[config.mk]
export PLATFORM = sky130hd
export DESIGN_NAME = obc_option_byte_config_decoder
export DESIGN_NICKNAME = d
export VERILOG_FILES = /design/src/obc_pkg.sv /design/src/obc_option_byte_config_decoder.sv /design/src/obc_decode.sv
export VERILOG_INCLUDE_DIRS = /design/src
export SDC_FILE = /design/constraint.sdc
export NUM_CORES = 1
export LEC_CHECK = 0
export BUFFER_PORTS_ARGS = -buffer_cell sky130_fd_sc_hd__buf_2
export CAP_MARGIN = 20
export CORE_ASPECT_RATIO = 0.75
export CORE_MARGIN = 8
export CORE_UTILIZATION = 40
export DETAILED_ROUTE_END_ITERATION = 10
export PLACE_DENSITY = 0.73
export SYNTH_ARGS = -nofsm -noshare
export SYNTH_HDL_FRONTEND = slang
export SYNTH_SLANG_ARGS = --single-unit
[constraint.sdc]
create_clock -name clk -period 2.89 [get_ports clk]
set_clock_uncertainty 0.15 [all_clocks]
set_input_delay 0.289 -clock clk [delete_from_list [all_inputs] [get_ports clk]]
set_output_delay 0.289 -clock clk [all_outputs]
set_load 0.005 [all_outputs]
[src/obc_map.svh]
// obc_map.svh: option byte field positions, reset values and delay counts
// assumes: included by the package and design files by bare name
`ifndef OBC_MAP_SVH
`define OBC_MAP_SVH
`define OBC_ERASED_VALUE   8'hff
`define OBC_B0_HALT_RST    7
`define OBC_B0_WDG_TYPE    6
`define OBC_B0_CLK_SRC     5
`define OBC_B0_VD_HI       4
`define OBC_B0_VD_LO       3
`define OBC_B0_RST_CYC     2
`define OBC_B0_OSC_HALF    1
`define OBC_B0_RD_PROT     0
`define OBC_B1_PKG_HI      7
`define OBC_B1_PKG_LO      5
`define OBC_B1_MCO_HI      1
`define OBC_B1_MCO_LO      0
`define OBC_LONG_DELAY     13'h1000
`define OBC_SHORT_DELAY    13'h0100
`define OBC_PINS_32        7'h20
`define OBC_PINS_44        7'h2c
`define OBC_PINS_56        7'h38
`define OBC_PINS_64        7'h40
`define OBC_PINS_80        7'h50
`endif

[src/obc_pkg.sv]
// obc_pkg.sv: types shared by the option byte decoder
// assumes: obc_map.svh is on the include path
`include "obc_map.svh"
package obc_pkg;
  typedef enum logic [2:0] {
    OBC_IDLE  = 3'b001,
    OBC_WIPE  = 3'b010,
    OBC_WRITE = 3'b100
  } obc_prog_e;

  typedef struct packed {
    logic        haltResetSelect;
    logic        watchdogHardware;
    logic        pllSelected;
    logic        lowVoltageDetector;
    logic        auxiliaryVoltageDetector;
    logic [12:0] resetDelayCycles;
    logic        oscillatorHalver;
    logic        readoutProtect;
    logic [6:0]  packagePins;
    logic        motorOutputEnable;
    logic        motorOutputLevel;
  } obc_cfg_s;

  typedef struct packed {
    logic [7:0] optionByteZero;
    logic [7:0] optionByteOne;
    obc_prog_e  progState;
    obc_cfg_s   cfg;
    logic [7:0] readData;
  } obc_state_s;
endpackage

[src/obc_option_byte_config_decoder.sv]
// obc_option_byte_config_decoder.sv: option byte store, programming port, decode
// assumes: programming tool drives port synchronous to clk in programming mode
//
// Behaviour
// - erased option bytes hold all ones; every option defaults to its one meaning
// - bytes reachable only from the programming-mode tool port, not software
// - byte0 bit7 one resets on halt entry while watchdog runs
// - byte0 bit6 zero makes watchdog hardware-enabled, one software-enabled
// - byte0 bit5 zero selects pll clock, one oscillator clock
// - byte0 bits4:3: 00 both detectors, 01 low-voltage only, 10 none
// - byte0 bit2 zero gives 4096 cycle reset delay, one gives 256
// - pll clock selection forces the 4096 cycle delay
// - byte0 bit1 zero enables oscillator divide-by-two, one bypasses
// - byte0 bit0 zero blocks memory reads, flash writes and option byte writes; tool reads of the bytes still work
// - erasing protected bytes first wipes all user memory, then allows writes
// - byte1 bits7:5 pick 32,44,56,64 pins; top bit set picks 80
// - byte1 bits1:0: 01 low, 10 high, 00/11 released under reset
`timescale 1ns/10ps
`include "obc_map.svh"
module obc_option_byte_config_decoder (
  input  wire logic              clk,
  input  wire logic              resetn,
  input  wire logic              clkEn,
  input  wire logic              progMode,
  input  wire logic              progWrite,
  input  wire logic              progRead,
  input  wire logic              progErase,
  input  wire logic              progSel,
  input  wire logic [7:0]        progWdata,
  output logic      [7:0]        progRdata,
  output logic                   progBusy,
  output logic                   userMemWipe,
  input  wire logic              userMemWipeDone,
  output logic                   flashWriteBlock,
  output logic                   memReadBlock,
  output obc_pkg::obc_cfg_s      cfg
);
  obc_pkg::obc_state_s state;
  obc_pkg::obc_state_s next_state;
  obc_pkg::obc_cfg_s   decoded;

  // ------------------------------------------------------------
  // decode
  // ------------------------------------------------------------
  obc_decode u_decode (
    .byteZero (state.optionByteZero),
    .byteOne  (state.optionByteOne),
    .cfg      (decoded)
  );

  // ------------------------------------------------------------
  // programming port and erase sequence
  // ------------------------------------------------------------
  always_comb begin
    next_state     = state;
    next_state.cfg = decoded;
    unique case (state.progState)
      obc_pkg::OBC_IDLE: begin
        if (progMode && progErase) begin
          if (state.cfg.readoutProtect) begin
            next_state.progState = obc_pkg::OBC_WIPE;
          end else begin
            next_state.optionByteZero = `OBC_ERASED_VALUE;
            next_state.optionByteOne  = `OBC_ERASED_VALUE;
          end
        end else if (progMode && progWrite && !state.cfg.readoutProtect) begin
          if (progSel) begin
            next_state.optionByteOne = progWdata;
          end else begin
            next_state.optionByteZero = progWdata;
          end
        end else if (progMode && progRead) begin
          next_state.readData = progSel ? state.optionByteOne : state.optionByteZero;
        end
      end
      obc_pkg::OBC_WIPE: begin
        if (userMemWipeDone) begin
          next_state.optionByteZero = `OBC_ERASED_VALUE;
          next_state.optionByteOne  = `OBC_ERASED_VALUE;
          next_state.progState      = obc_pkg::OBC_WRITE;
        end
      end
      obc_pkg::OBC_WRITE: begin
        next_state.progState = obc_pkg::OBC_IDLE;
      end
      default: next_state.progState = obc_pkg::OBC_IDLE;
    endcase
  end

  // ------------------------------------------------------------
  // state registers
  // ------------------------------------------------------------
  always_ff @(posedge clk or negedge resetn) begin
    if (!resetn) begin
      state.optionByteZero <= `OBC_ERASED_VALUE;
      state.optionByteOne  <= `OBC_ERASED_VALUE;
      state.progState      <= obc_pkg::OBC_IDLE;
      state.cfg            <= '0;
      state.readData       <= 8'h00;
    end else if (clkEn) begin
      state <= next_state;
    end
  end

  // outputs straight from the state flops
  assign progRdata       = state.readData;
  assign progBusy        = state.progState != obc_pkg::OBC_IDLE;
  assign userMemWipe     = state.progState == obc_pkg::OBC_WIPE;
  assign flashWriteBlock = state.cfg.readoutProtect;
  assign memReadBlock    = state.cfg.readoutProtect;
  assign cfg             = state.cfg;

  // ------------------------------------------------------------
  // checks: programming port
  // ------------------------------------------------------------
  // refused write leaves both bytes alone
  a_protect_blocks_write: assert property (@(posedge clk) disable iff (!resetn)
    clkEn && progMode && progWrite && !progErase && state.cfg.readoutProtect &&
    state.progState == obc_pkg::OBC_IDLE
    |=> $stable(state.optionByteZero) && $stable(state.optionByteOne))
    else $error("write changed bytes under protection");
  // accepted write lands in the selected byte only
  a_write_lands_zero: assert property (@(posedge clk) disable iff (!resetn)
    clkEn && progMode && progWrite && !progErase && !progSel &&
    !state.cfg.readoutProtect && state.progState == obc_pkg::OBC_IDLE
    |=> state.optionByteZero == $past(progWdata) && $stable(state.optionByteOne))
    else $error("write to byte zero lost");
  a_write_lands_one: assert property (@(posedge clk) disable iff (!resetn)
    clkEn && progMode && progWrite && !progErase && progSel &&
    !state.cfg.readoutProtect && state.progState == obc_pkg::OBC_IDLE
    |=> state.optionByteOne == $past(progWdata) && $stable(state.optionByteZero))
    else $error("write to byte one lost");
  // read answer shows the selected byte
  a_read_byte_zero: assert property (@(posedge clk) disable iff (!resetn)
    clkEn && progMode && progRead && !progWrite && !progErase && !progSel &&
    state.progState == obc_pkg::OBC_IDLE
    |=> progRdata == $past(state.optionByteZero))
    else $error("read of byte zero wrong");
  a_read_byte_one: assert property (@(posedge clk) disable iff (!resetn)
    clkEn && progMode && progRead && !progWrite && !progErase && progSel &&
    state.progState == obc_pkg::OBC_IDLE
    |=> progRdata == $past(state.optionByteOne))
    else $error("read of byte one wrong");
  // outside programming mode, with no wipe running, both bytes hold
  a_no_mode_no_write: assert property (@(posedge clk) disable iff (!resetn)
    !progMode && !userMemWipe
    |=> $stable(state.optionByteZero) && $stable(state.optionByteOne))
    else $error("bytes changed outside programming mode");
  // clock enable low freezes every flop
  a_enable_freezes: assert property (@(posedge clk) disable iff (!resetn)
    !clkEn |=> $stable(state))
    else $error("state moved with clock enable low");

  // ------------------------------------------------------------
  // checks: erase sequence
  // ------------------------------------------------------------
  // protected erase wipes user memory before touching the bytes
  a_erase_wipes_first: assert property (@(posedge clk) disable iff (!resetn)
    clkEn && progMode && progErase && state.cfg.readoutProtect &&
    state.progState == obc_pkg::OBC_IDLE
    |=> userMemWipe && $stable(state.optionByteZero) && $stable(state.optionByteOne))
    else $error("protected erase skipped wipe");
  // bytes hold while the wipe runs
  a_wipe_holds_bytes: assert property (@(posedge clk) disable iff (!resetn)
    clkEn && userMemWipe && !userMemWipeDone
    |=> userMemWipe && $stable(state.optionByteZero) && $stable(state.optionByteOne))
    else $error("bytes moved during wipe");
  a_wipe_then_erased: assert property (@(posedge clk) disable iff (!resetn)
    clkEn && userMemWipe && userMemWipeDone |=> !userMemWipe &&
    state.optionByteZero == `OBC_ERASED_VALUE && state.optionByteOne == `OBC_ERASED_VALUE)
    else $error("bytes not erased after wipe");
  // unprotected erase goes straight to the erased value
  a_plain_erase: assert property (@(posedge clk) disable iff (!resetn)
    clkEn && progMode && progErase && !state.cfg.readoutProtect &&
    state.progState == obc_pkg::OBC_IDLE
    |=> !userMemWipe && state.optionByteZero == `OBC_ERASED_VALUE &&
    state.optionByteOne == `OBC_ERASED_VALUE)
    else $error("plain erase left bytes programmed");

  // ------------------------------------------------------------
  // checks: decoded settings
  // ------------------------------------------------------------
  // single-bit options follow their bit one cycle later
  a_halt_follows: assert property (@(posedge clk) disable iff (!resetn)
    clkEn |=> cfg.haltResetSelect == $past(state.optionByteZero[`OBC_B0_HALT_RST]))
    else $error("halt reset select wrong");
  a_watchdog_type: assert property (@(posedge clk) disable iff (!resetn)
    clkEn |=> cfg.watchdogHardware != $past(state.optionByteZero[`OBC_B0_WDG_TYPE]))
    else $error("watchdog type wrong");
  a_clock_source: assert property (@(posedge clk) disable iff (!resetn)
    clkEn |=> cfg.pllSelected != $past(state.optionByteZero[`OBC_B0_CLK_SRC]))
    else $error("clock source wrong");
  a_halver_follows: assert property (@(posedge clk) disable iff (!resetn)
    clkEn |=> cfg.oscillatorHalver != $past(state.optionByteZero[`OBC_B0_OSC_HALF]))
    else $error("oscillator halver wrong");
  a_protect_follows: assert property (@(posedge clk) disable iff (!resetn)
    clkEn |=> cfg.readoutProtect != $past(state.optionByteZero[`OBC_B0_RD_PROT]) &&
    flashWriteBlock == cfg.readoutProtect && memReadBlock == cfg.readoutProtect)
    else $error("protection flags wrong");
  // detector enable codes
  a_detect_both_on: assert property (@(posedge clk) disable iff (!resetn)
    clkEn && state.optionByteZero[`OBC_B0_VD_HI:`OBC_B0_VD_LO] == 2'h0
    |=> cfg.lowVoltageDetector && cfg.auxiliaryVoltageDetector)
    else $error("detectors not both on");
  a_detect_low_only: assert property (@(posedge clk) disable iff (!resetn)
    clkEn && state.optionByteZero[`OBC_B0_VD_HI:`OBC_B0_VD_LO] == 2'h1
    |=> cfg.lowVoltageDetector && !cfg.auxiliaryVoltageDetector)
    else $error("low-voltage-only code wrong");
  a_detect_both_off: assert property (@(posedge clk) disable iff (!resetn)
    clkEn && state.optionByteZero[`OBC_B0_VD_HI]
    |=> !cfg.lowVoltageDetector && !cfg.auxiliaryVoltageDetector)
    else $error("detector on with code 1x");
  // reset phase length
  a_pll_long_delay: assert property (@(posedge clk) disable iff (!resetn)
    clkEn && !state.optionByteZero[`OBC_B0_CLK_SRC]
    |=> cfg.resetDelayCycles == `OBC_LONG_DELAY)
    else $error("pll did not force long delay");
  a_long_delay: assert property (@(posedge clk) disable iff (!resetn)
    clkEn && !state.optionByteZero[`OBC_B0_RST_CYC]
    |=> cfg.resetDelayCycles == `OBC_LONG_DELAY)
    else $error("long delay not decoded");
  a_short_delay: assert property (@(posedge clk) disable iff (!resetn)
    clkEn && state.optionByteZero[`OBC_B0_CLK_SRC] && state.optionByteZero[`OBC_B0_RST_CYC]
    |=> cfg.resetDelayCycles == `OBC_SHORT_DELAY)
    else $error("short delay not decoded");
  // package pin count
  a_pins_wide: assert property (@(posedge clk) disable iff (!resetn)
    clkEn && state.optionByteOne[`OBC_B1_PKG_HI] |=> cfg.packagePins == `OBC_PINS_80)
    else $error("top package bit not 80 pins");
  a_pins_narrow: assert property (@(posedge clk) disable iff (!resetn)
    clkEn && state.optionByteOne[`OBC_B1_PKG_HI:`OBC_B1_PKG_LO] == 3'h0
    |=> cfg.packagePins == `OBC_PINS_32)
    else $error("package code 000 not 32 pins");
  // motor outputs under reset
  a_motor_high: assert property (@(posedge clk) disable iff (!resetn)
    clkEn && state.optionByteOne[`OBC_B1_MCO_HI:`OBC_B1_MCO_LO] == 2'h2
    |=> cfg.motorOutputEnable && cfg.motorOutputLevel)
    else $error("motor output not high");
  a_motor_low: assert property (@(posedge clk) disable iff (!resetn)
    clkEn && state.optionByteOne[`OBC_B1_MCO_HI:`OBC_B1_MCO_LO] == 2'h1
    |=> cfg.motorOutputEnable && !cfg.motorOutputLevel)
    else $error("motor output not low");
  a_motor_released: assert property (@(posedge clk) disable iff (!resetn)
    clkEn && state.optionByteOne[`OBC_B1_MCO_HI] == state.optionByteOne[`OBC_B1_MCO_LO]
    |=> !cfg.motorOutputEnable)
    else $error("motor output driven for 00 or 11");

  // ------------------------------------------------------------
  // coverage of the main scenarios
  // ------------------------------------------------------------
  c_protected_erase: cover property (@(posedge clk) userMemWipe ##1 !userMemWipe);
  c_write_byte_one: cover property (@(posedge clk) progMode && progWrite && progSel);
  c_pll_selected: cover property (@(posedge clk) cfg.pllSelected);
  c_refused_write: cover property (@(posedge clk) progMode && progWrite && cfg.readoutProtect);
  c_enable_low: cover property (@(posedge clk) !clkEn && progMode && progWrite);
endmodule // obc_option_byte_config_decoder

[src/obc_decode.sv]
// obc_decode.sv: combinational decode of both option bytes into settings
// assumes: bytes come from the storage flops of the top module
`timescale 1ns/10ps
`include "obc_map.svh"
module obc_decode (
  input  wire logic [7:0]       byteZero,
  input  wire logic [7:0]       byteOne,
  output obc_pkg::obc_cfg_s     cfg
);
  // ------------------------------------------------------------
  // field decode
  // ------------------------------------------------------------
  always_comb begin
    cfg                  = '0;
    cfg.haltResetSelect  = byteZero[`OBC_B0_HALT_RST];
    cfg.watchdogHardware = ~byteZero[`OBC_B0_WDG_TYPE];
    cfg.pllSelected      = ~byteZero[`OBC_B0_CLK_SRC];
    // detector enables; code 11 acts as 10
    unique case (byteZero[`OBC_B0_VD_HI:`OBC_B0_VD_LO])
      2'h0: begin
        cfg.lowVoltageDetector       = 1'b1;
        cfg.auxiliaryVoltageDetector = 1'b1;
      end
      2'h1: begin
        cfg.lowVoltageDetector       = 1'b1;
        cfg.auxiliaryVoltageDetector = 1'b0;
      end
      2'h2, 2'h3: begin
        cfg.lowVoltageDetector       = 1'b0;
        cfg.auxiliaryVoltageDetector = 1'b0;
      end
    endcase
    // pll forces the long delay
    if (!byteZero[`OBC_B0_CLK_SRC] || !byteZero[`OBC_B0_RST_CYC]) begin
      cfg.resetDelayCycles = `OBC_LONG_DELAY;
    end else begin
      cfg.resetDelayCycles = `OBC_SHORT_DELAY;
    end
    cfg.oscillatorHalver = ~byteZero[`OBC_B0_OSC_HALF];
    cfg.readoutProtect   = ~byteZero[`OBC_B0_RD_PROT];
    if (byteOne[`OBC_B1_PKG_HI]) begin
      cfg.packagePins = `OBC_PINS_80;
    end else begin
      unique case (byteOne[`OBC_B1_PKG_HI-1:`OBC_B1_PKG_LO])
        2'h0: cfg.packagePins = `OBC_PINS_32;
        2'h1: cfg.packagePins = `OBC_PINS_44;
        2'h2: cfg.packagePins = `OBC_PINS_56;
        2'h3: cfg.packagePins = `OBC_PINS_64;
      endcase
    end
    // motor outputs under reset: 01 low, 10 high, else released
    cfg.motorOutputEnable = byteOne[`OBC_B1_MCO_HI] ^ byteOne[`OBC_B1_MCO_LO];
    cfg.motorOutputLevel  = byteOne[`OBC_B1_MCO_HI];
  end
endmodule // obc_decode

==> results of run 1 <==
[placed cells by master, fill, tap and decap left out, types with 3 or more instances in the layout]
master	synthesis	layout
dfrtp_1	26	26
nand2_1	8	8
nor2_1	9	9
mux2_2	34	34
clkbuf_8	0	5
conb_1	1	13
dfstp_2	17	17
or2_2	8	8
ha_1	3	3
o21ai_0	8	8
nand3_1	3	3
buf_2	0	44
a21oi_1	4	4
inv_1	6	6
[through the flow]
stage | area (um2) | worst slack [ns] | power (mW)
floorplan | 2267 | 1.069 | 1.765
CTS | 2414 | 0.9050 | 2.431
global placement | 2281 | 0.8519 | 1.845
finish | 2414 | 0.8368 | 2.391
detailed placement | 2281 | 0.8185 | 1.872
global route | 2414 | 0.7477 | 2.566
[logic make-up after synthesis]
group	synth area share, %
compound gates	6.645
xor+xnor	0.3942
fa+ha+maj	1.689
buf+inv	14.53
flops	49.38
mux	17.74
other cells	0.1688
simple gates	9.460
[state kept, by name (all words and copies together) (netlist names)]
register and flops:
progRdata 8, cfg 15, state 19, flashWriteBlock 1
[worst max-delay path: stages (launching register included)]
cell and delay (ns):
dfstp_2 0.57, nand2b_1 0.19, o21ai_0 0.35, or2_2 0.45, mux2_2 0.27
[metal layers]
layer / global-route usage (%) / up-vias / routed length [um]
met1: 15.71 / 587 / 2215
met3: 3.282 / 9 / 278
met2: 16.18 / 53 / 1807
met5: 0 / - / 0
li1: - / 637 / -
met4: 5.839 / 0 / 102
[report_power, final]
group | total [mW] | internal, mW | switching (mW)
Sequential | 1.14 | 0.955 | 0.187
Combinational | 0.699 | 0.406 | 0.293
Clock | 0.550 | 0.345 | 0.205
Total | 2.39 | 1.71 | 0.685
[cell type report]
class | instances | area [um2]
multi-input combinational | 112 | 847.1
clock inverter | 2 | 60.06
clock buffer | 6 | 72.57
fill | 512 | 2939
tap | 75 | 93.84
timing repair buffer | 44 | 220.2
sequential | 43 | 1097
inverter | 6 | 22.52
[worst min-delay path by stage]
stage                 start  cells past startpoint           end  slack [ns]
finish               resetn                      1  progRdata[2]       -0.02
global route         resetn                      1  progRdata[2]        0.05
CTS                  resetn                      1  progRdata[2]       0.003
detailed placement  cfg[24]                      2       cfg[24]        0.32
global placement    cfg[24]                      2       cfg[24]        0.31
floorplan            resetn                      0        cfg[0]       -0.16
==> flow_summary_export.csv, run 1 <==
group,metric,value,unit
synthesis,yosysSeqAreaShare,49.38,%
timing,worstMarginPinSlew,0.9929,ns
cts,clk_latency,0.30,ns
placement,placed_cells,280,
synthesis,synth_top_area_share,29.28,%
cts,cts_made_buffers,5,
floorplanning,dieArea,8221,um2
cells_and_area,antenna_cells,0,
drt,via_count,1286,
synthesis,synth_largest_area_cell,"dfrtp_1",
worst_setup_path,worstSetupStartpointType,"flip-flop",
timing,slew_headroom,33.11,%
placement,io_buffers,44,
global_routing,antenna_found_initial,0,
worst_setup_path,startpoint,"state[37]",
floorplanning,die_x,102.1,um
synthesis,post_synth_num_cell_types,32,
synthesis,async_reset_ff_share,100.0,%
floorplanning,start_util,41.51,%
floorplanning,die_h,80.55,um
cts,path_clk_slew,0.08,ns
cells_and_area,nets,232,
floorplanning,core,5353,um2
cells_and_area,drive_gt1_share,54.46,%
power_and_ir_drop,leakage,1.082,nW
timing,setup_viol,0,
drt,route.detailed.drc,0,
cells_and_area,areaGrowthSynthToFinish,8.615,%
global_routing,overflow,0,
cells_and_area,instances_no_fill,288,
cts,postCtsSetupRepairBufs,0,
drt,ant_nets,0,
timing,rsz0062_at_grt,"no",
power_and_ir_drop,powerDensity,990.8,nW/um2
timing,holdWs,-0.02217,ns
drt,via_per_inst,4.465,
worst_setup_path,worstPathRequired,2.97,ns
synthesis,ys_seq_elements,43,
global_routing,grt_pass1_wl,7.141,mm
job,cap_violations,0,
timing,finalMaxSlewViolations,0,
worst_setup_path,cp-endpoint,"state[48]",
cts,cts-root-buf,"clkbuf_8",
cts,clockBufferDepth,2,
synthesis,ys.flop_type,"dfrtp_1",
placement,gp_congestion,0.8025,
cts,clock-sinks,43,
worst_setup_path,r2r_end,"state[48]",
global_routing,grt_max_degree,44,
synthesis,synth-edff-count,0,
placement,hpwlAfterDp,3.241,mm
drt,postRouteWirelength,4.404,mm
worst_setup_path,worstSetupPathType,"reg -> reg",
synthesis,yosys_warnings,0,
worst_setup_path,reg2reg_depth,4,
power_and_ir_drop,peakVddDrop,0.4564,mV
worst_setup_path,r2r_start,"state[37]",
synthesis,synth_common_cells,"38 x buf_4, 34 x mux2_2, 26 x dfrtp_1",
floorplanning,rows,23,
cts,htreeDepth,2,
synthesis,synth_area,2222,um2
timing,min_period,2.053,ns
global_routing,grt_pass1_vias,1357,
worst_setup_path,cp_max_fo,8,
drt,dr.pass1.iters,4,
worst_hold_path,worstHoldPathType,"in -> async",
global_routing,grt_usage,11.53,%
timing,final.setup.tns,0,ns
timing,fin_crit_sh,71.05,%
cts,ctsResizeCount,0,
timing,hold_viol,26,
cts,hold_buffers,0,
status,outcome,"finished with violations",
synthesis,synth_cells,191,
cells_and_area,final_util,45.09,%
floorplanning,io-pin-count,58,
drt,first_iter_violations,39,
drt,wire_per_inst,15.29,um
worst_setup_path,cp-end-kind,"flip-flop",
synthesis,syn_area_per_cell,11.63,um2
worst_setup_path,critical_path_arrival,2.13,ns
worst_setup_path,rrSetupSlack,0.84,ns
cts,cts_tree,"yes",
timing,fmax,0.4870,GHz
synthesis,synthTopCellsByArea,"dfrtp_1 29%, dfstp_2 20%, mux2_2 17%",
status,violations,"negative hold slack",
synthesis,synth.most_common_cell,"buf_4",
Note: power is estimated with default switching activity, not from simulation.
==> inputs of run 2 (changes only) <==
--- a/config.mk
+++ b/config.mk
@@ -12,7 +12,7 @@
 export CORE_MARGIN = 8
 export CORE_UTILIZATION = 40
 export DETAILED_ROUTE_END_ITERATION = 10
-export PLACE_DENSITY = 0.73
+export PLACE_DENSITY = 0.76
 export SYNTH_ARGS = -nofsm -noshare
 export SYNTH_HDL_FRONTEND = slang
 export SYNTH_SLANG_ARGS = --single-unit
==> constraint.sdc (replaced) <==
create_clock -name clk -period 1.7 [get_ports clk]
set_clock_uncertainty 0.15 [all_clocks]
set_input_delay 0.17 -clock clk [delete_from_list [all_inputs] [get_ports clk]]
set_output_delay 0.17 -clock clk [all_outputs]
set_load 0.005 [all_outputs]
==> run 2 against run 1 <==
- the run ends with negative hold slack, negative setup slack left
- maximum frequency rose by 8.1%
- clock-buffer cell count rose by 2
- critical path depth rose by 1
- power rose by 65%
- critical endpoint is now state[55]
==> flow_summary_export.csv, run 2 (same netlist as run 1, synthesis figures left out) <==
group,metric,value,unit
status,outcome,"finished with violations",
status,violations,"negative hold slack, negative setup slack",
cells_and_area,drive_gt1_share,57.83,%
drt,via_count,1410,
timing,setup_viol,25,
timing,fin_crit_sh,111.8,%
global_routing,overflow,0,
worst_hold_path,holdPathEnd,"state[39]",
worst_setup_path,max_stage_delay,0.55,ns
worst_hold_path,hold_depth,2,
floorplanning,die_h,80.55,um
global_routing,grt_pass1_wl,7.169,mm
cells_and_area,final_common_cell,"buf_2",
floorplanning,dieArea,8221,um2
placement,placed_cells,294,
drt,postRouteWirelength,4.440,mm
timing,min_period,1.900,ns
placement,hpwlAfterDp,3.332,mm
cells_and_area,multi_input_area,863.3,um2
cells_and_area,nets,249,
floorplanning,core,5353,um2
timing,rsz0062_at_grt,"yes",
timing,worstMarginPinSlew,0.5316,ns
worst_hold_path,worstHoldPathType,"in -> reg",
floorplanning,start_util,41.51,%
worst_setup_path,crit_path_cell_trace,"or3b_4 > a21oi_4 > a21oi_2 > buf_4 > mux2_2",
worst_setup_path,startpoint,"state[37]",
cells_and_area,largest_register_ffs,19,
power_and_ir_drop,leakage,1.173,nW
timing,fin_ws,-0.2001,ns
job,cap_violations,0,
power_and_ir_drop,peakVddDrop,0.6903,mV
cells_and_area,areaGrowthSynthToFinish,14.19,%
power_and_ir_drop,finalPower,3.944,mW
cts,clk_latency,0.30,ns
cts,path_clk_slew,0.08,ns
worst_setup_path,worstSetupPathType,"reg -> reg",
cells_and_area,antenna_cells,0,
cts,cts_tree,"yes",
placement,io_buffers,44,
worst_setup_path,cp_top_family,"flip-flops",
worst_setup_path,worstPathRequired,1.78,ns
worst_hold_path,hp-start,"userMemWipeDone",
global_routing,use_met2,17.93,%
cts,clockBufferDepth,2,
drt,dr.pass1.iters,4,
cts,cts_made_buffers,5,
drt,wire_per_inst,14.56,um
cells_and_area,mostFrequentLayoutCells,"44 x buf_2, 34 x mux2_2, 26 x dfrtp_1, 17 x dfstp_2",
placement,gp_congestion,0.8375,
timing,slew_headroom,64.56,%
power_and_ir_drop,powerDensity,1554,nW/um2
cells_and_area,instances_no_fill,305,
cells_and_area,regArea,1097,um2
cells_and_area,top_register,"state",
timing,holdWs,-0.0002066,ns
worst_setup_path,path_buf_inv,1,
cts,cts-root-buf,"clkbuf_8",
global_routing,grt_util_met3,3.800,%
cells_and_area,final_util,47.41,%
worst_setup_path,cp-end-kind,"flip-flop",
floorplanning,io-pin-count,58,
worst_setup_path,r2r_start,"state[37]",
worst_setup_path,rrSetupSlack,-0.20,ns
global_routing,grt_max_degree,44,
worst_setup_path,crit_slowest_cell,"dfstp_2",
timing,hold_viol,1,
worst_setup_path,worstSetupStartpointType,"flip-flop",
worst_setup_path,cp_max_fo,4,
timing,finalMaxSlewViolations,0,
worst_setup_path,r2r_end,"state[55]",
cts,htreeDepth,2,
floorplanning,die_x,102.1,um
cts,clock-sinks,43,
drt,ant_nets,0,
global_routing,busiest_layer,"met2",
global_routing,antenna_found_initial,0,
floorplanning,rows,23,
drt,route.detailed.drc,0,
worst_setup_path,reg2reg_depth,5,
drt,via_per_inst,4.623,
timing,fmax,0.5263,GHz
cells_and_area,fillers,493,
global_routing,grt_usage,11.36,%
global_routing,grt_pass1_vias,1471,
drt,first_iter_violations,41,
worst_setup_path,critical_path_arrival,1.98,ns
global_routing,grt_use_met1,13.98,%
## run 2: final cells by class
type | count | area share, %
timing repair buffer | 61 | 14.20
tap | 75 | 3.698
inverter | 6 | 0.8876
clock buffer | 8 | 3.945
multi-input combinational | 112 | 34.02
sequential | 43 | 43.24
## run 2: stage by stage
stage / setup WS (ns) / area, um2 / TNS, ns
floorplan: -0.08941 / 2276 / -1.605
global placement: -0.1423 / 2395 / -3.053
detailed placement: -0.1827 / 2395 / -3.802
CTS: -0.1748 / 2530 / -3.674
global route: -0.2567 / 2537 / -5.478
finish: -0.2001 / 2537 / -4.111
## run 2: worst max-delay path by stage
stage	slack, ns	depth (start not counted)	end
2_1_floorplan	-0.09	4	progRdata[6]
3_3_place_gp	-0.14	5	state[40]
3_5_place_dp	-0.18	5	state[51]
4_1_cts	-0.17	5	state[45]
5_1_grt	-0.26	5	state[45]
6_report	-0.20	5	state[55]
## run 2: timing repair
action,4_1_cts,5_1_grt
hold buffers,2,0
pin swaps,0,1
endpoints found under the hold margin,27,0
gates resized for setup,2,1
setup endpoints to repair,25,26
setup buffers,1,0
## run 2: per-layer routing
layer	share of wire [%]	vias to the layer above
li1	-	672
met2	46	40
met5	0	-
met1	45	688
met3	7.1	10
met4	1.8	0
## run 2: power by group
part,internal (mW),switching [mW],leakage [nW]
clock network,0.371,0.343,0.0515
registers,1.62,0.314,0.492
logic,0.777,0.516,0.629
